[config.mk]
export PLATFORM = sky130hd
export DESIGN_NAME = spirsd_top
export DESIGN_NICKNAME = d
export VERILOG_FILES = /design/src/core/spirsd_pkg.sv /design/src/core/spirsd_top.sv /design/src/core/spirsd_sync.sv /design/src/core/spirsd_delay.sv
export SDC_FILE = /design/constraint.sdc
export NUM_CORES = 1
export LEC_CHECK = 0
export BUFFER_PORTS_ARGS = -buffer_cell sky130_fd_sc_hd__buf_2
export CELL_PAD_IN_SITES_DETAIL_PLACEMENT = 1
export CELL_PAD_IN_SITES_GLOBAL_PLACEMENT = 2
export CORE_ASPECT_RATIO = 0.5
export CORE_MARGIN = 3
export CORE_UTILIZATION = 36
export DETAILED_ROUTE_END_ITERATION = 8
export MAX_ROUTING_LAYER = met4
export PLACE_DENSITY_LB_ADDON = 0.1
export SYNTH_ARGS = -nofsm -noshare
export SYNTH_HDL_FRONTEND = slang
export SYNTH_SLANG_ARGS = --single-unit
[constraint.sdc]
create_clock -name clock -period 3.4 [get_ports clock]
set_clock_uncertainty 0.1 [all_clocks]
set_input_delay 0.34 -clock clock [delete_from_list [all_inputs] [get_ports clock]]
set_output_delay 0.34 -clock clock [all_outputs]
set_load 0.02 [all_outputs]
[src/core/spirsd_pkg.sv]
// Purpose: Constants for the SPI receive status and delay block
// Assumes: 32-bit Avalon-MM register bus, 100 MHz clock
// Notes:   Offsets are byte addresses
package spirsd_pkg;
	localparam logic [3:0]  OFF_RXBUF    = 4'h0;
	localparam logic [3:0]  OFF_MIRROR   = 4'h4;
	localparam logic [3:0]  OFF_DELAY    = 4'h8;
	localparam logic [3:0]  OFF_CTRL     = 4'hC;
	localparam logic [3:0]  OFF_IRQ_STAT = 4'h0;
	localparam logic [3:0]  OFF_IRQ_MASK = 4'h4;
	localparam logic [1:0]  PAGE_MAIN    = 2'h0;
	localparam logic [1:0]  PAGE_IRQ     = 2'h1;
	localparam int          BIT_BIT_MISMATCH_FLAG   = 28;
	localparam int          BIT_DESYNC   = 27;
	localparam int          BIT_PARITY_ERROR_FLAG   = 26;
	localparam int          BIT_TIMEOUT  = 25;
	localparam int          BIT_LENGTH_ERROR_FLAG  = 24;
	localparam int          C2T_LSB      = 24;
	localparam int          T2C_LSB      = 16;
	localparam int          T2E_LSB      = 8;
	localparam int          C2E_LSB      = 0;
	localparam logic [31:0] DELAY_RESET  = 32'h0000_0000;
	localparam logic [31:0] UNMAPPED_VAL = 32'h0000_0000;
	localparam logic [8:0]  C2T_EXTRA    = 9'h002;
	localparam logic [8:0]  T2E_EXTRA    = 9'h001;
	localparam int          CHAR_LEN     = 16;
	// Interrupt status bits
	localparam int          IRQ_RX       = 0;
	localparam int          IRQ_TIMEOUT  = 1;
	localparam int          IRQ_DESYNC   = 2;
	localparam int          IRQ_BIT_MISMATCH_FLAG   = 3;
	localparam int          IRQ_PARITY_ERROR_FLAG   = 4;
	localparam int          IRQ_W        = 5;
	typedef enum logic [2:0] {SR_IDLE, SR_C2T, SR_WAIT, SR_SHIFT, SR_HOLD} spirsd_state_t;
endpackage : spirsd_pkg

[src/core/spirsd_top.sv]
// Purpose: SPI master receive path, status flags, mirror and delay register
// Assumes: Link clock derived internally, ready and data pins sampled
// Notes:   Mode 0, word length set in control bits 7:3 (sixteen when zero), MSB first, optional parity bit
//
// Our own choices: the address map and the Avalon-MM interface to the registers.
`timescale 1ns/1ps
// Function
// - In master mode a ready timeout after select sets bit 25 of the receive buffer.
// - A ready timeout drops the chip select to inactive at once.
// - Reading the received word clears the timeout flag.
// - Bit 24 holds the length error flag; no logic ever sets it, so it always reads zero.
// - Parity status reads one on a mismatch and zero otherwise.
// - Reserved bits of buffer and mirror read zero and ignore writes.
// - The received word sits right-justified in bits 15 to 0 for any length.
// - The shift register is copied to the received word only when the transfer ends.
// - The mirror register shows only the received word of the receive buffer, in bits 15:0, with the flags reading zero.
// - Reading the mirror leaves every status flag as it was.
// - Delay register holds select-to-transmit in 31:24 and transmit-to-deselect in 23:16.
// - Delay register holds ready release in 15:8 and select-to-ready wait in 7:0.
// - Received parity is checked against parity computed over the data word.
// - The driven data pin is sampled at the receive point and a mismatch flagged.
// - Ready dropping before the last receive point or late after the word flags desync.
// - Select-to-transmit delay lasts the field plus two cycles, or nothing when zero.
module spirsd_top
	import spirsd_pkg::*;
(
	// Clock and reset
	input  wire logic        clock,
	input  wire logic        rst,
	// Avalon-MM slave
	input  wire logic [5:0]  avs_address,
	input  wire logic        avs_read,
	input  wire logic        avs_write,
	input  wire logic [31:0] avs_writedata,
	input  wire logic [3:0]  avs_byteenable,
	output logic [31:0]      avs_readdata,
	output logic             avs_waitrequest,
	// Interrupt
	output logic             irq,
	// SPI link
	output logic             spi_clk,
	output logic             chip_select_n,
	output logic             mosi,
	input  wire logic        mosi_return,
	input  wire logic        miso,
	input  wire logic        slave_ready_line_n
);
	logic                ready_s;
	logic                miso_s;
	logic                mret_s;
	logic [31:0]         delay_reg;
	logic [7:0]          ctrl_reg;
	logic [15:0]         received_word_reg;
	logic                length_error_flag_reg;
	logic                parity_error_flag_reg;
	logic                bit_mismatch_flag_reg;
	logic                desync_flag_reg;
	logic                timeout_flag_reg;
	logic [IRQ_W-1:0]    irq_stat_reg;
	logic [IRQ_W-1:0]    irq_mask_reg;
	spirsd_state_t       state_reg;
	logic [15:0]         shift_reg;
	logic [15:0]         tx_reg;
	logic [4:0]          bit_cnt_reg;
	logic [3:0]          div_reg;
	logic                par_acc_reg;
	logic                par_err_cur;
	logic                bit_err_cur;
	logic                desync_cur;
	logic                len_err_cur;
	logic                word_done;
	logic                timeout_ev;
	logic                desync_late_ev;
	logic                half_tick;
	logic                c2t_start;
	logic                c2t_done;
	logic                c2e_start;
	logic                c2e_done;
	logic                t2e_start;
	logic                t2e_busy;
	logic                t2c_start;
	logic                t2c_done;
	logic                rd_rxbuf;
	logic [31:0]         rxbuf_view;
	logic [31:0]         rdata_next;
	logic [IRQ_W-1:0]    irq_ev;
	logic                go;
	logic                par_en;
	logic                par_odd;
	logic [4:0]          char_len;

	// Control: bit0 go, bit1 parity enable, bit2 odd parity, bits 7:3 length
	assign par_en   = ctrl_reg[1];
	assign par_odd  = ctrl_reg[2];
	assign char_len = (ctrl_reg[7:3] == 5'h00) ? 5'(CHAR_LEN) : ctrl_reg[7:3];

	// Input synchronisers
	spirsd_sync u_sync_rdy (.clock(clock), .rst(rst), .din(slave_ready_line_n), .dout(ready_s));
	spirsd_sync u_sync_miso (.clock(clock), .rst(rst), .din(miso), .dout(miso_s));
	spirsd_sync u_sync_mret (.clock(clock), .rst(rst), .din(mosi_return), .dout(mret_s));

	// Delay counters
	spirsd_delay u_c2t (.clock(clock), .rst(rst), .start(c2t_start),
		.count((delay_reg[C2T_LSB+7:C2T_LSB] == 8'h00) ? 9'h000 :
			{1'b0, delay_reg[C2T_LSB+7:C2T_LSB]} + C2T_EXTRA),
		.abort(1'b0), .done(c2t_done), .busy());
	spirsd_delay u_c2e (.clock(clock), .rst(rst), .start(c2e_start),
		.count({1'b0, delay_reg[C2E_LSB+7:C2E_LSB]}), .abort(1'b0),
		.done(c2e_done), .busy());
	spirsd_delay u_t2e (.clock(clock), .rst(rst), .start(t2e_start),
		.count({1'b0, delay_reg[T2E_LSB+7:T2E_LSB]} + T2E_EXTRA), .abort(1'b0),
		.done(), .busy(t2e_busy));
	spirsd_delay u_t2c (.clock(clock), .rst(rst), .start(t2c_start),
		.count({1'b0, delay_reg[T2C_LSB+7:T2C_LSB]}), .abort(1'b0),
		.done(t2c_done), .busy());

	// Bit clock divider, one half period per pulse
	assign half_tick = (div_reg == 4'h0);
	always_ff @(posedge clock) begin
		if (rst || state_reg != SR_SHIFT) begin
			div_reg <= 4'h7;
		end else begin
			div_reg <= half_tick ? 4'h7 : div_reg - 4'h1;
		end
	end

	assign go         = ctrl_reg[0];
	assign c2e_start  = (state_reg == SR_IDLE) && go;
	assign c2t_start  = c2e_start;
	assign timeout_ev = (state_reg == SR_WAIT || state_reg == SR_C2T) && c2e_done
		&& ready_s;
	assign word_done  = (state_reg == SR_SHIFT) && half_tick && spi_clk
		&& (bit_cnt_reg == char_len + (par_en ? 5'h01 : 5'h00) - 5'h01);
	assign t2e_start  = word_done;
	assign t2c_start  = word_done;
	assign desync_late_ev = (state_reg == SR_HOLD) && !t2e_busy && !ready_s;

	// Transfer sequencer
	always_ff @(posedge clock) begin
		if (rst) begin
			state_reg     <= SR_IDLE;
			chip_select_n <= 1'b1;
			spi_clk       <= 1'b0;
			bit_cnt_reg   <= 5'h00;
		end else begin
			case (state_reg)
				SR_IDLE: begin
					if (go) begin
						chip_select_n <= 1'b0;
						state_reg     <= SR_C2T;
						bit_cnt_reg   <= 5'h00;
					end
				end
				SR_C2T: begin
					if (timeout_ev) begin
						chip_select_n <= 1'b1;
						state_reg     <= SR_IDLE;
					end else if (c2t_done) begin
						state_reg <= SR_WAIT;
					end
				end
				SR_WAIT: begin
					if (timeout_ev) begin
						chip_select_n <= 1'b1;
						state_reg     <= SR_IDLE;
					end else if (!ready_s && !c2t_start) begin
						state_reg <= SR_SHIFT;
					end
				end
				SR_SHIFT: begin
					if (half_tick) begin
						spi_clk <= !spi_clk;
						if (spi_clk) begin
							bit_cnt_reg <= bit_cnt_reg + 5'h01;
						end
					end
					if (word_done) begin
						spi_clk   <= 1'b0;
						state_reg <= SR_HOLD;
					end
				end
				SR_HOLD: begin
					if (t2c_done || !t2e_busy) begin
						chip_select_n <= 1'b1;
						state_reg     <= SR_IDLE;
					end
				end
				default: begin
					state_reg <= SR_IDLE;
				end
			endcase
		end
	end

	// Shift, parity, bit check, desync for the current word
	always_ff @(posedge clock) begin
		if (rst || state_reg == SR_IDLE) begin
			shift_reg   <= 16'h0000;
			tx_reg      <= 16'h0000;
			mosi        <= 1'b0;
			par_acc_reg <= 1'b0;
			par_err_cur <= 1'b0;
			bit_err_cur <= 1'b0;
			desync_cur  <= 1'b0;
			len_err_cur <= 1'b0;
		end else if (state_reg == SR_SHIFT && half_tick) begin
			if (!spi_clk) begin
				if (bit_cnt_reg < char_len) begin
					shift_reg   <= {shift_reg[14:0], miso_s};
					par_acc_reg <= par_acc_reg ^ miso_s;
				end else if (par_en) begin
					par_err_cur <= (par_acc_reg ^ par_odd) != miso_s;
				end
				if (mret_s != mosi) begin
					bit_err_cur <= 1'b1;
				end
				if (ready_s) begin
					desync_cur <= 1'b1;
				end
			end else begin
				mosi   <= tx_reg[15];
				tx_reg <= {tx_reg[14:0], 1'b0};
			end
		end else if (state_reg == SR_SHIFT && ready_s) begin
			desync_cur <= 1'b1;
		end
	end

	assign rd_rxbuf = avs_read && !avs_waitrequest && avs_address[5:4] == PAGE_MAIN
		&& avs_address[3:0] == OFF_RXBUF && avs_byteenable[1:0] != 2'b00;

	// Received word and its flags, loaded together at the end of a word
	always_ff @(posedge clock) begin
		if (rst) begin
			received_word_reg     <= 16'h0000;
			parity_error_flag_reg <= 1'b0;
			bit_mismatch_flag_reg <= 1'b0;
			desync_flag_reg       <= 1'b0;
			length_error_flag_reg <= 1'b0;
		end else if (word_done) begin
			received_word_reg     <= shift_reg;
			parity_error_flag_reg <= par_err_cur;
			bit_mismatch_flag_reg <= bit_err_cur;
			desync_flag_reg       <= desync_cur;
			length_error_flag_reg <= len_err_cur;
		end else if (rd_rxbuf) begin
			parity_error_flag_reg <= 1'b0;
			bit_mismatch_flag_reg <= 1'b0;
			desync_flag_reg       <= desync_late_ev;
			length_error_flag_reg <= 1'b0;
		end else if (desync_late_ev) begin
			desync_flag_reg <= 1'b1;
		end
	end

	// Timeout flag: set wins over read clear
	always_ff @(posedge clock) begin
		if (rst) begin
			timeout_flag_reg <= 1'b0;
		end else if (timeout_ev) begin
			timeout_flag_reg <= 1'b1;
		end else if (rd_rxbuf) begin
			timeout_flag_reg <= 1'b0;
		end
	end

	// Reserved bits 23:16 forced to zero
	assign rxbuf_view = {3'b000, bit_mismatch_flag_reg, desync_flag_reg, parity_error_flag_reg,
		timeout_flag_reg, length_error_flag_reg, 8'h00, received_word_reg};

	// Delay and control registers
	always_ff @(posedge clock) begin
		if (rst) begin
			delay_reg <= DELAY_RESET;
			ctrl_reg  <= 8'h00;
		end else begin
			if (avs_write && !avs_waitrequest && avs_address[5:4] == PAGE_MAIN) begin
				if (avs_address[3:0] == OFF_DELAY) begin
					for (int i = 0; i < 4; i++) begin
						if (avs_byteenable[i]) begin
							delay_reg[i*8 +: 8] <= avs_writedata[i*8 +: 8];
						end
					end
				end else if (avs_address[3:0] == OFF_CTRL && avs_byteenable[0]) begin
					ctrl_reg <= avs_writedata[7:0];
				end
			end
			if ((state_reg == SR_HOLD || timeout_ev) && ctrl_reg[0]) begin
				ctrl_reg[0] <= 1'b0;
			end
		end
	end

	// Interrupt status and mask
	assign irq_ev = {par_err_cur & word_done, bit_err_cur & word_done,
		(desync_cur & word_done) | desync_late_ev, timeout_ev, word_done};
	always_ff @(posedge clock) begin
		if (rst) begin
			irq_stat_reg <= '0;
			irq_mask_reg <= '0;
			irq          <= 1'b0;
		end else begin
			if (avs_read && !avs_waitrequest && avs_address[5:4] == PAGE_IRQ
				&& avs_address[3:0] == OFF_IRQ_STAT) begin
				irq_stat_reg <= irq_ev;
			end else begin
				irq_stat_reg <= irq_stat_reg | irq_ev;
			end
			if (avs_write && !avs_waitrequest && avs_address[5:4] == PAGE_IRQ
				&& avs_address[3:0] == OFF_IRQ_MASK && avs_byteenable[0]) begin
				irq_mask_reg <= avs_writedata[IRQ_W-1:0];
			end
			irq <= |(irq_stat_reg & irq_mask_reg);
		end
	end

	// Read mux
	always_comb begin
		rdata_next = UNMAPPED_VAL;
		if (avs_address[5:4] == PAGE_MAIN && avs_address[3:0] == OFF_RXBUF) begin
			rdata_next = rxbuf_view;
		end else if (avs_address[5:4] == PAGE_MAIN && avs_address[3:0] == OFF_MIRROR) begin
			rdata_next = {16'h0000, rxbuf_view[15:0]};
		end else if (avs_address[5:4] == PAGE_MAIN && avs_address[3:0] == OFF_DELAY) begin
			rdata_next = delay_reg;
		end else if (avs_address[5:4] == PAGE_MAIN && avs_address[3:0] == OFF_CTRL) begin
			rdata_next = {24'h00_0000, ctrl_reg};
		end else if (avs_address[5:4] == PAGE_IRQ && avs_address[3:0] == OFF_IRQ_STAT) begin
			rdata_next = {27'h000_0000, irq_stat_reg};
		end else if (avs_address[5:4] == PAGE_IRQ && avs_address[3:0] == OFF_IRQ_MASK) begin
			rdata_next = {27'h000_0000, irq_mask_reg};
		end
	end

	// Bus handshake: one wait cycle, data registered at the release edge
	always_ff @(posedge clock) begin
		if (rst) begin
			avs_waitrequest <= 1'b1;
			avs_readdata    <= 32'h0000_0000;
		end else begin
			avs_waitrequest <= !((avs_read || avs_write) && avs_waitrequest);
			if (avs_read && avs_waitrequest) begin
				avs_readdata <= rdata_next;
			end
		end
	end
endmodule : spirsd_top

[src/core/spirsd_sync.sv]
// Purpose: Three-stage input synchroniser with agreement filter
// Assumes: Asynchronous input to clock
// Notes:   Output changes once stages two and three agree
`timescale 1ns/1ps
module spirsd_sync
	import spirsd_pkg::*;
(
	// Clock and reset
	input  wire logic clock,
	input  wire logic rst,
	// Data
	input  wire logic din,
	output logic      dout
);
	logic s1_reg;
	logic s2_reg;
	logic s3_reg;

	always_ff @(posedge clock) begin
		if (rst) begin
			s1_reg <= 1'b1;
			s2_reg <= 1'b1;
			s3_reg <= 1'b1;
			dout   <= 1'b1;
		end else begin
			s1_reg <= din;
			s2_reg <= s1_reg;
			s3_reg <= s2_reg;
			if (s2_reg == s3_reg) begin
				dout <= s3_reg;
			end
		end
	end
endmodule : spirsd_sync

[src/core/spirsd_delay.sv]
// Purpose: Loadable down counter for link timing
// Assumes: Load and start in one pulse
// Notes:   Done pulses once when the count expires
`timescale 1ns/1ps
module spirsd_delay
	import spirsd_pkg::*;
(
	// Clock and reset
	input  wire logic       clock,
	input  wire logic       rst,
	// Control
	input  wire logic       start,
	input  wire logic [8:0] count,
	input  wire logic       abort,
	output logic            done,
	output logic            busy
);
	logic [8:0] cnt_reg;

	always_ff @(posedge clock) begin
		if (rst || abort) begin
			cnt_reg <= 9'h000;
			busy    <= 1'b0;
			done    <= 1'b0;
		end else if (start) begin
			cnt_reg <= count;
			busy    <= (count != 9'h000);
			done    <= (count == 9'h000);
		end else if (busy) begin
			cnt_reg <= cnt_reg - 9'h001;
			done    <= (cnt_reg == 9'h001);
			busy    <= (cnt_reg != 9'h001);
		end else begin
			done    <= 1'b0;
		end
	end
endmodule : spirsd_delay

After elaboration in Yosys (flattened, before gate mapping)
Cells that the tools add are included.
Operators by class
  add/subtract/negate cells: 10
  order comparisons: 1
  equality and inequality tests: 31
  multiplexer cells: 62
  bitwise operators: 11
  reductions and logical operators: 87
Operators by type and width (count)
  2-to-1 mux 32 bit: 3
  2-to-1 mux 9 bit: 5
  2-to-1 mux 8 bit: 5
  != test 9 x 1 -> 1 bit (second input constant): 4
  nonzero test 9 bit: 4
  subtractor 9 x 1 -> 9 bit (second input constant): 4
  2-to-1 mux 5 bit: 7
  2-to-1 mux 1 bit: 32
  logical AND 1 bit: 31
  equality test 9 x 1 -> 1 bit (second input constant): 3
  logical NOT 9 bit: 3
  AND reduction 3 bit: 8
  2-to-1 mux 3 bit: 7
  nonzero test 2 bit: 10
  one-hot mux 3 bit (5 select lines): 1
  != test 2 bit (second input constant): 6
  AND reduction 4 bit: 3
  one-hot mux 5 bit (2 select lines): 1
  OR reduction 2 bit: 5
  adder 8 x 1 -> 9 bit (second input constant): 1
  adder 8 x 2 -> 9 bit (second input constant): 1
  != test 3 x 2 -> 1 bit (second input constant): 3
  equality test 4 bit (second input constant): 2
  logical NOT 4 bit: 2
  other kinds (31): 51
Word-level totals
  register bits: 194
  output and inout bits: 37
  logic and storage cells: 254

Depth between registers and ports, before layout
Gate-level depths: netlist of the first run.
  depth after elaboration: 10
  mapped depth: 11

Modules after synthesis
From an unflattened synthesis of the first run, not the netlist that was laid out.
Second synthesis, totals
  cells, all modules: 1040
  area total of the unflattened synthesis: 8777.2 um^2
Modules (own cells, without submodules)
  spirsd_top: times used 1, cells each 730, area an instance 5994.5 um^2, sequential area each 2762.6 um^2
  spirsd_delay: times used 4, cells each 70, area an instance 609.3 um^2, sequential area each 220.2 um^2
  spirsd_sync: times used 3, cells each 10, area an instance 115.1 um^2, sequential area each 80.1 um^2

Least setup slack after synthesis of the first run
No wires, ideal clock.
  path kind: register -> register
  start: register ctrl_reg[3]
  end: register u_t2e.busy
  library setup time: 0.132 ns
  arrival: 2.169 ns
  data required time: 3.168 ns
  slack: 0.999 ns
  stages on the path, launching flop included: 10
  path buffers: 1
  period minus slack after synthesis: 2.401 ns
  cell sequence: dfxtp_1 > inv_1 > ha_1 > ha_1 > or3_1 > a31o_2 > a211o_1 > buf_4 > nor4_2 > nor3_1
Between the ends
  longest elaborated chain between the ends: 7
RTL lines
  start, declared: line spirsd_top.sv:52  | logic [7:0] ctrl_reg;
  start signal, assigned: line spirsd_top.sv:285  | ctrl_reg <= avs_writedata[7:0];
  logical NOT 5 bit: line spirsd_top.sv:95  | assign char_len = (ctrl_reg[7:3] == 5'h00) ? 5'(CHAR_LEN) : ctrl_reg[7:3];
  2-to-1 mux 5 bit (*): line spirsd_top.sv:95
  adder 5 x 1 -> 5 bit (*): line spirsd_top.sv:133  | && (bit_cnt_reg == char_len + (par_en ? 5'h01 : 5'h00) - 5'h01);
  subtractor 5 x 1 -> 5 bit (*): line spirsd_top.sv:133
  equality test 5 bit (*): line spirsd_top.sv:133
  logical AND 1 bit (*): line spirsd_top.sv:133
  2-to-1 mux 1 bit (*): line spirsd_delay.sv:25  | end else if (start) begin
  end signal, assigned: line spirsd_delay.sv:27  | busy <= (count != 9'h000);
  end signal, assigned: line spirsd_delay.sv:32  | busy <= (cnt_reg != 9'h001);
  end, declared: line spirsd_delay.sv:16  | output logic busy
Every way passes the cells marked *; elsewhere a longest branch is shown, timed or not.
A chain may end at the register's enable or synchronous reset.

Worst setup path in the final report of the first run
  start: register ctrl_reg[3]
  end: register u_t2e.cnt_reg[2]
Between the ends
  longest elaborated chain between the ends: 7
  elaborated cells between the ends (all ways): 8
  those cells by class: add/sub (2); eq/ne (1); mux (2); reduce/logical (3)
RTL lines
  logical NOT 5 bit: line spirsd_top.sv:95
  2-to-1 mux 5 bit (*): line spirsd_top.sv:95
  adder 5 x 1 -> 5 bit (*): line spirsd_top.sv:133
  subtractor 5 x 1 -> 5 bit (*): line spirsd_top.sv:133
  equality test 5 bit (*): line spirsd_top.sv:133
  logical AND 1 bit (*): line spirsd_top.sv:133
  2-to-1 mux 9 bit / nonzero test 2 bit (equally long branches)
  end signal, assigned: line spirsd_delay.sv:26  | cnt_reg <= count;
  end signal, assigned: line spirsd_delay.sv:30  | cnt_reg <= cnt_reg - 9'h001;
  end, declared: line spirsd_delay.sv:18  | logic [8:0] cnt_reg;
Marks and branches as above.

==> run metrics, run 1 <==
outcome=finished clean; grt met2 use=31.2%; Max Root-Sink Buffers=2; ys flop type=dfxtp_1; Seq cells post-synth=between 150 and 200; Peak Freq=roughly 360 MHz; all-layer global routing usage=approximately a fifth; minimum clock period=between 2 and 3 ns; htree depth=4; hpwl dp=around 17000 um; WHS Path Cells=3; Final Hold Viols=0; 1st-iter DRT viols=344; Power per Cell Area=around 460 nW/um2; vias per cell=5.21; WL/cell=between 15 and 20 um; # clock sinks=193; R2R depth=9; Setup violations, final=0; TNS Setup=0 ns; pin count of the biggest net entering global routing=68; Crit. End Element=flop; ys async rst share=0%; Netlist cell types=a little over 60; R2R Setup Slk=0.62 ns; Post-synth EDFFs=0; Post-DRT Antenna Nets=0; DRT Pass-1 Iters=4; Pwr Total=roughly 4.5 mW; core area=between 20000 and 25000 um2; clk_lat worst skew=0.45 ns; grt total ovfl=0; CTS Buf Count=17; Worst slew margin=between 30% and 40%; Initial Util=between 30% and 40%; first-pass GRT wire length=about 40000 um; Tightest Hold Check Type=input port to flop; vias in the first global route=between 6000 and 7000; Worst Tran Pin Value=1.00 ns; Synth top area share=45.2%; peak supply drop=~0.24 mV; share of cells above drive strength 1=between 10% and 20%; Syn Area/Cell=between 8 and 9 um2; met3 Use GR=3.78%; syn nets=roughly 1000; register clock-pin slew on the reported worst setup and hold paths=0.07 ns; hold path startpoint=avs_writedata[12]; Die W=~220 um; origin of the critical flop-to-flop path=ctrl_reg[3]; critical path arrival=approximately 3.0 ns; critical path class=flop to flop; Synth area leader=dfxtp_1; DR vias=around 7000; Die Area=25700 um2; Syn Inst Count=around 970; Mapped Area=8550 um2; Synth-to-Final Area Change=15.2%; WHS Endpoint=delay_reg[12]; Critical Path Start Type=flop; Pleak=roughly 4 nW; Port Buffers=between 80 and 90; sequential area share after synthesis=a little under half; met1 Use GR=between 20% and 30%; Post-CTS Resized=0; initial antenna violation count=0; reg-to-reg endpoint=u_t2e.cnt_reg[2]; Die Height=~110 um; Final Max Tran Viols=0; root buffer cell=clkbuf_16; Yosys Warn Count=0; clock tree from TritonCTS=yes; RSZ-0062 raised after global routing=no; worst hold slack=0.0255 ns; grt peak-use layer=met2; drt total wl=between 20000 and 25000 um; ant diodes=0; Final Core Density=42.7%; Critical Path Fanout Max=39; final-stage net count=1096; Rows=39; number of remaining DRC errors=0; max-cap violation count=0; fillcell total=about 2700; I/O Pins=86; synth top area cells=dfxtp_1, mux2i_1, nor2_1, a21oi_1, nand2_1; Worst EP required=roughly 3.7 ns; GPL Wtd Cong=0.767; period utilization=81.9%
==> power by group <==
part           switching (mW)  internal (mW)  leakage (nW)
Clock                   0.871           1.18         0.284
Sequential             0.0125           2.28          1.56
Combinational           0.130         0.0661          2.23
Total                    1.01           3.53          4.08
==> synthesized netlist by cell type (all sizes together) (3+ instances only) <==
cell type  count
nor4          13
o21ai         17
clkbuf        42
or3            5
and3b          3
a222oi         5
a31oi          5
xnor2         31
xor2          24
and2           4
nor3b          3
or4            5
a22oi          8
and3           3
ha            19
nor3          36
nand3b         4
mux2i         67
dfxtp        193
buf           18
nor2         139
a311oi         3
nand3         37
nand2         89
a21oi         69
o211ai         6
a221oi        12
nand4          6
inv           23
or2           13
nor2b          6
a211oi        33
==> metal layers <==
| metal | wire length, um | vias up | part of all wire, % |
|---|---|---|---|
| met4 | 170 | 0 | 0.69 |
| li1 | - | 3511 | - |
| met1 | 12200 | 3428 | 50 |
| met3 | 766 | 10 | 3.1 |
| met2 | 11300 | 73 | 46 |
| met5 | 0 | - | 0 |
==> worst max-delay path, stage by stage, from the launching register on <==
cell,delay [ns]
dfxtp_1,0.42
inv_1,0.07
ha_1,0.19
ha_1,0.22
or3_1,0.38
a31o_2,0.28
a211oi_4,0.23
buf_4,0.43
nor2_1,0.11
a211oi_1,0.23
==> kinds of logic after synthesis <==
logic type | synth area share [%]
AND/OR/NAND/NOR | 20.0
flip-flops | 45.2
AO/OA/AOI/OAI | 14.1
buffers and inverters | 4.32
multiplexers | 7.97
XOR/XNOR | 5.63
adder cells (fa/ha/maj) | 2.78
other | 0.0439
==> layout by cell type, fill, tap and decap left out, types with 5 or more instances in the layout <==
master / synthesis / routed
a211oi_1: 24 / 24
clkbuf_1: 42 / 5
dfxtp_1: 193 / 193
nand4_1: 6 / 6
nor2_1: 139 / 138
a222oi_1: 5 / 5
a21oi_1: 68 / 68
nand3_1: 36 / 36
nor2b_1: 6 / 6
or4_1: 5 / 5
clkbuf_8: 0 / 5
or2_2: 13 / 13
ha_1: 19 / 19
xnor2_1: 31 / 31
xor2_1: 24 / 24
buf_4: 4 / 14
buf_2: 10 / 83
a211oi_2: 9 / 8
o21ai_0: 17 / 17
nor4_1: 12 / 12
clkbuf_16: 0 / 17
mux2i_1: 67 / 67
inv_1: 23 / 23
a22oi_1: 8 / 8
nand2_1: 89 / 89
nor3_1: 36 / 36
o211ai_1: 6 / 6
a221oi_1: 12 / 12
==> metrics by stage <==
| stage | cells | area [um2] | setup slack (ns) |
|---|---|---|---|
| 6_report | 1347 | 9850 | 0.615 |
| 5_1_grt | 1347 | 9850 | 0.428 |
| 4_1_cts | 1347 | 9850 | 0.635 |
| 3_5_place_dp | 1312 | 9220 | 0.637 |
| 3_3_place_gp | 1312 | 9220 | 0.757 |
| 2_1_floorplan | 966 | 8550 | 0.999 |
==> area by class of cell <==
cell class | count | area (um2) | share of cell area [%]
multi-input cells | 690 | 4330 | 43.9
repair buffers | 103 | 601 | 6.10
well taps | 307 | 384 | 3.90
inverters | 23 | 86.3 | 0.877
clock inverters | 4 | 72.6 | 0.737
flip-flops and latches | 193 | 3860 | 39.2
clock buffers | 27 | 513 | 5.21
==> worst max-delay path by stage <==
stage	start	endpoint
detailed placement	ctrl_reg[3]	u_t2e.cnt_reg[2]
global route	ctrl_reg[3]	u_t2e.cnt_reg[2]
floorplan	ctrl_reg[3]	u_t2e.busy
finish	ctrl_reg[3]	u_t2e.cnt_reg[2]
CTS	ctrl_reg[3]	u_t2e.cnt_reg[2]
global placement	ctrl_reg[3]	u_t2e.cnt_reg[3]
==> timing repair <==
action                    in CTS  in global routing
buffers inserted               0                  0
hold endpoints to repair       4                  0
hold buffers                   4                  0
Note: power is estimated with default switching activity, not from simulation.
==> run 2: changes to the inputs <==
CORE_UTILIZATION = 33   (was 36)
clock period = 2.5 ns   (was 3.4 ns; I/O delays follow)
==> run 2 against run 1 <==
Highest routed layer unchanged. Cell count increased by 7.2%. The flow now finishes with violations (setup timing). Maximum frequency up 11%. Final area rose by 10%.
==> run metrics, run 2 (synthesized netlist as in run 1, its figures left out) <==
critical path cell sequence=inv_2 > ha_4 > nor3b_4 > nand3_2 > or3_4 > a211o_4 > buf_12 > buf_12 > nor4_4 > nor3_2; htree depth=4; Design Area, Final=10900 um2; reg-to-reg endpoint=u_t2e.busy; Worst slew margin=57.9%; critical path class=flop to flop; Critical Path Fanout Max=7; final-stage net count=~1200; I/O Pins=86; WL/cell=around 19 um; most common cell after layout, fill and taps aside=dfxtp_1; hold path startpoint=rst; Crit. End Element=flop; Max Root-Sink Buffers=2; share of cells above drive strength 1=about a fifth; core area=between 20000 and 25000 um2; R2R depth=10; Final Non-Filler Cells=approximately 1400; sw power=1.41 mW; RSZ-0062 raised after global routing=yes; Tightest Hold Check Type=input port to flop; initial antenna violation count=0; ant diodes=0; Initial Util=between 30% and 40%; Final Hold Viols=0; crit-path most repeated cell=buf_12; commonest cells after routing, fill and taps aside=dfxtp_1, nor2_1, nand2_1; grt total ovfl=0; register clock-pin slew on the reported worst setup and hold paths=roughly 0.07 ns; Peak Freq=399 MHz; pin count of the biggest net entering global routing=66; Final Max Tran Viols=0; Critical Path Start Type=flop; origin of the critical flop-to-flop path=div_reg[1]; clock tree from TritonCTS=yes; root buffer cell=clkbuf_16; clk_lat worst skew=around 0.45 ns; Power per Cell Area=approximately 570 nW/um2; Pleak=between 4 and 5 nW; Synth-to-Final Area Change=26.9%; number of remaining DRC errors=0; Pwr Total=approximately 6.2 mW; outcome=complete, but fails checks; Sw Ratio=roughly 23%; Die Area=between 20000 and 30000 um2; minimum clock period=about 2.5 ns; period utilization=100%; Setup violations, final=1; Worst Tran Pin Value=approximately 0.63 ns; share of power burned in the clock network=between 40% and 50%; Comb pwr share=under 10%; Rows=40; Die W=about 230 um; Die Height=approximately 120 um; GPL Wtd Cong=0.797; failing checks=setup timing; vias per cell=between 5 and 6; slowest CP cell=or3_4; WHS Path Cells=2; peak supply drop=between 0.4 and 0.5 mV; all-layer global routing usage=just under 20%; 1st-iter DRT viols=~440; dpl cell area=9460 um2; Port Buffers=84; DRT Pass-1 Iters=5; WHS Endpoint=ctrl_reg[3]; first-pass GRT wire length=about 42000 um; part of the power in registers=around 51%; hpwl dp=about 18000 um; max-cap violation count=0; R2R Setup Slk=-0.007 ns; DR vias=7372; PnR worst setup slack=-0.00666 ns; critical path arrival=2.74 ns; drt total wl=about 27000 um; Inst Count DP=roughly 1400; CTS Buf Count=17; fillcell total=~2900; vias in the first global route=around 7600; # clock sinks=~190; Worst EP required=approximately 2.7 ns; Max stage delay on crit path=~0.42 ns; Int Pwr=about 4.8 mW; Post-DRT Antenna Nets=0
-- run 2: power groups by stage --
stage | Sequential (mW) | Clock [mW] | Combinational [mW]
global route | 3.12 | 2.95 | 0.352
detailed placement | 3.19 | 0 | 0.275
global placement | 3.19 | 0 | 0.271
floorplan | 3.22 | 0 | 0.119
finish | 3.12 | 2.72 | 0.321
CTS | 3.12 | 2.80 | 0.322
-- run 2: what timing repair did --
item / CTS / global route
resized for setup: 0 / 52
endpoints found under the setup margin: 5 / 54
cloned: 0 / 7
hold buffers: 37 / 0
hold endpoints to repair: 47 / 0
pin swaps: 1 / 21
buffers inserted: 0 / 5
-- run 2: worst max path at each step --
stage,from,endpoint,slack [ns],depth (start not counted)
after global routing,div_reg[0],u_t2e.busy,-0.1,10
final,div_reg[1],u_t2e.busy,-0.007,10
after CTS,ctrl_reg[1],u_t2e.cnt_reg[5],-0.02,12
after floorplan,ctrl_reg[3],u_t2e.busy,0.1,9
after detailed placement,ctrl_reg[1],u_t2e.cnt_reg[5],-0.004,12
after global placement,ctrl_reg[1],desync_flag_reg,0.04,10
-- run 2: metal layers --
layer / up-vias / track usage, % / wire length, um
met4: 0 / 5.19 / 250
met5: - / - / 0
met1: 3630 / 26.3 / 13900
met2: 76 / 30.5 / 12300
li1: 3651 / - / -
met3: 15 / 3.72 / 704
-- run 2: worst max-delay path, delay by kind of cell, from the launching register on --
family | cells | cell delay [ns]
and+or+nand+nor | 5 | 1.08
AOI/OAI and AO/OA | 1 | 0.37
adders and majority gates | 1 | 0.13
DFF | 1 | 0.32
buffers and inverters | 3 | 0.37
-- run 2: stage by stage --
step / setup slack, ns / hold WS, ns / TNS, ns / util [%]
final: -0.00666 / 0.167 / -0.00666 / 43.9
after global routing: -0.0991 / 0.183 / -0.331 / 43.9
after CTS: -0.0232 / 0.143 / -0.0232 / 42.1
after detailed placement: -0.00427 / 0.297 / -0.00427 / 38.3
after global placement: 0.0446 / 0.280 / 0 / 38.3
after floorplan: 0.0986 / 0.254 / 0 / -
-- run 2: area by class of cell --
type	instances	area [um2]	area share, %
repair buffers	170	1370	12.6
flip-flops and latches	193	3870	35.6
inverters	23	86.3	0.796
multi-input cells	690	4530	41.7
clock buffers	30	564	5.20
clock inverters	2	13.8	0.127
well taps	336	420	3.87
==> run 3: changes to the inputs <==
PLACE_DENSITY = 0.75   (was not set)
PLACE_DENSITY_LB_ADDON = not set   (was 0.1)
==> run 3 against run 2 <==
The run still ends with setup timing left. Critical path depth rose by 2. First-iteration DRC count rose by 6.1%. Worst hold slack got worse by 0.029 ns. Critical endpoint is now u_t2c.cnt_reg[1].
==> run metrics, run 3 (synthesized netlist as in run 1, its figures left out) <==
outcome=complete, but fails checks; failing checks=setup timing; Die Height=around 120 um; Critical Path Fanout Max=19; Pleak=between 4 and 5 nW; drt total wl=around 26000 um; TNS Setup=-0.0558 ns; Final Non-Filler Cells=between 1000 and 1500; Critical Path Start Type=flop; fillcell total=roughly 2900; Inst Count DP=1364; Multi-input gate area=roughly 4500 um2; ant diodes=0; hpwl dp=18000 um; Power per Cell Area=around 600 nW/um2; Port Buffers=84; first-pass GRT wire length=approximately 42000 um; Rows=40; peak supply drop=0.513 mV; Final Max Tran Viols=0; Synth-to-Final Area Change=24.5%; Worst Tran Pin Value=0.603 ns; WHS Endpoint=delay_reg[0]; period utilization=101%; WL/cell=~18 um; Crit. End Element=flop; R2R Setup Slk=-0.03 ns; minimum clock period=between 2 and 3 ns; clock tree from TritonCTS=yes; WHS Path Cells=2; register clock-pin slew on the reported worst setup and hold paths=~0.08 ns; commonest cells after routing, fill and taps aside=dfxtp_1, nor2_1, nand2_1; pin count of the biggest net entering global routing=75; most common cell after layout, fill and taps aside=dfxtp_1; Pwr Total=around 6.4 mW; Worst EP required=around 2.7 ns; Tightest Hold Check Type=input port to flop; max-cap violation count=0; Die W=roughly 230 um; DR vias=approximately 7500; vias per cell=5.19; Worst slew margin=59.7%; all-layer global routing usage=between 10% and 20%; I/O Pins=86; share of cells above drive strength 1=between 10% and 20%; critical path arrival=about 2.8 ns; root buffer cell=clkbuf_16; Setup violations, final=5; number of remaining DRC errors=0; vias in the first global route=about 7600; CTS Buf Count=17; PnR worst setup slack=-0.0296 ns; final-stage net count=roughly 1200; htree depth=4; initial antenna violation count=0; origin of the critical flop-to-flop path=ctrl_reg[3]; Final Hold Viols=0; clk_lat worst skew=~0.45 ns; Max Root-Sink Buffers=2; DRT Pass-1 Iters=5; critical path class=flop to flop; Post-DRT Antenna Nets=0; 1st-iter DRT viols=471; Register Area=about 3900 um2; GPL Wtd Cong=slightly above 0.8; Initial Util=between 30 and 40%; Peak Freq=just under 400 MHz; worst hold slack=approximately 0.14 ns; Die Area=28000 um2; # clock sinks=about 190; reg-to-reg endpoint=u_t2c.cnt_reg[1]; hold path startpoint=rst; RSZ-0062 raised after global routing=yes; core area=roughly 25000 um2; R2R depth=12; grt total ovfl=0
run 3: cell types whose count changed in the layout (fill, tap and decap cells not counted), sizes merged:
cell / delta
buf: -2
bufinv: +3
clkinv: +2
clkinvlp: +4
inv: +3
clkbuf: -17
run 3: metrics by stage:
step	cell area [um2]	utilization (%)	setup WS [ns]
2_1_floorplan	8550	-	0.0986
3_3_place_gp	9460	38.2	0.0621
3_5_place_dp	9460	38.2	0.0118
4_1_cts	10500	42.3	0.000290
5_1_grt	10600	43.1	-0.0836
6_report	10600	43.1	-0.0296
run 3: worst max-delay path by stage:
stage,end,from,cells after the start,slack (ns)
floorplan,u_t2e.busy,ctrl_reg[3],9,0.1
global placement,u_t2c.cnt_reg[1],ctrl_reg[1],10,0.06
detailed placement,u_t2c.cnt_reg[1],ctrl_reg[1],10,0.01
CTS,u_t2e.cnt_reg[3],ctrl_reg[1],11,0.0003
global route,u_t2e.busy,ctrl_reg[3],11,-0.08
finish,u_t2c.cnt_reg[1],ctrl_reg[3],12,-0.03
run 3: final cells by class:
| type | instances | area share (%) |
|---|---|---|
| timing repair buffer | 163 | 11.2 |
| tap | 336 | 3.95 |
| multi-input combinational | 690 | 41.9 |
| clock buffer | 18 | 4.13 |
| clock inverter | 14 | 1.69 |
| inverter | 23 | 0.811 |
| sequential | 193 | 36.3 |
run 3: critical path: stages, from the launching register on:
cell and delay, ns:
dfxtp_2 0.32, inv_1 0.05, ha_2 0.19, ha_4 0.14, nor4b_4 0.29, a31oi_4 0.07, buf_4 0.17, a31o_4 0.25
a211o_1 0.29, buf_12 0.16, buf_12 0.16, o211ai_1 0.10, a21oi_1 0.09
run 3: power breakdown:
part / switching [mW] / leakage (nW) / internal (mW) / total, mW
clock: 1.32 / 0.291 / 1.62 / 2.94
sequential: 0.0170 / 1.56 / 3.10 / 3.12
combinational: 0.186 / 2.56 / 0.126 / 0.312
run 3: routing by layer:
layer / up-vias / track usage [%] / wire, um
li1: 3632 / - / -
met1: 3706 / 25.0 / 12700
met2: 92 / 32.6 / 12800
met3: 28 / 4.01 / 655
met4: 0 / 4.24 / 363
met5: - / - / 0
run 3: repair_timing:
| action | in CTS | in global routing |
|---|---|---|
| resized for setup | 3 | 29 |
| endpoints found under the hold margin | 45 | 0 |
| hold buffers | 37 | 0 |
| gates cloned | 0 | 2 |
| buffers inserted | 0 | 2 |
| endpoints found under the setup margin | 2 | 63 |
| pin swaps | 0 | 11 |
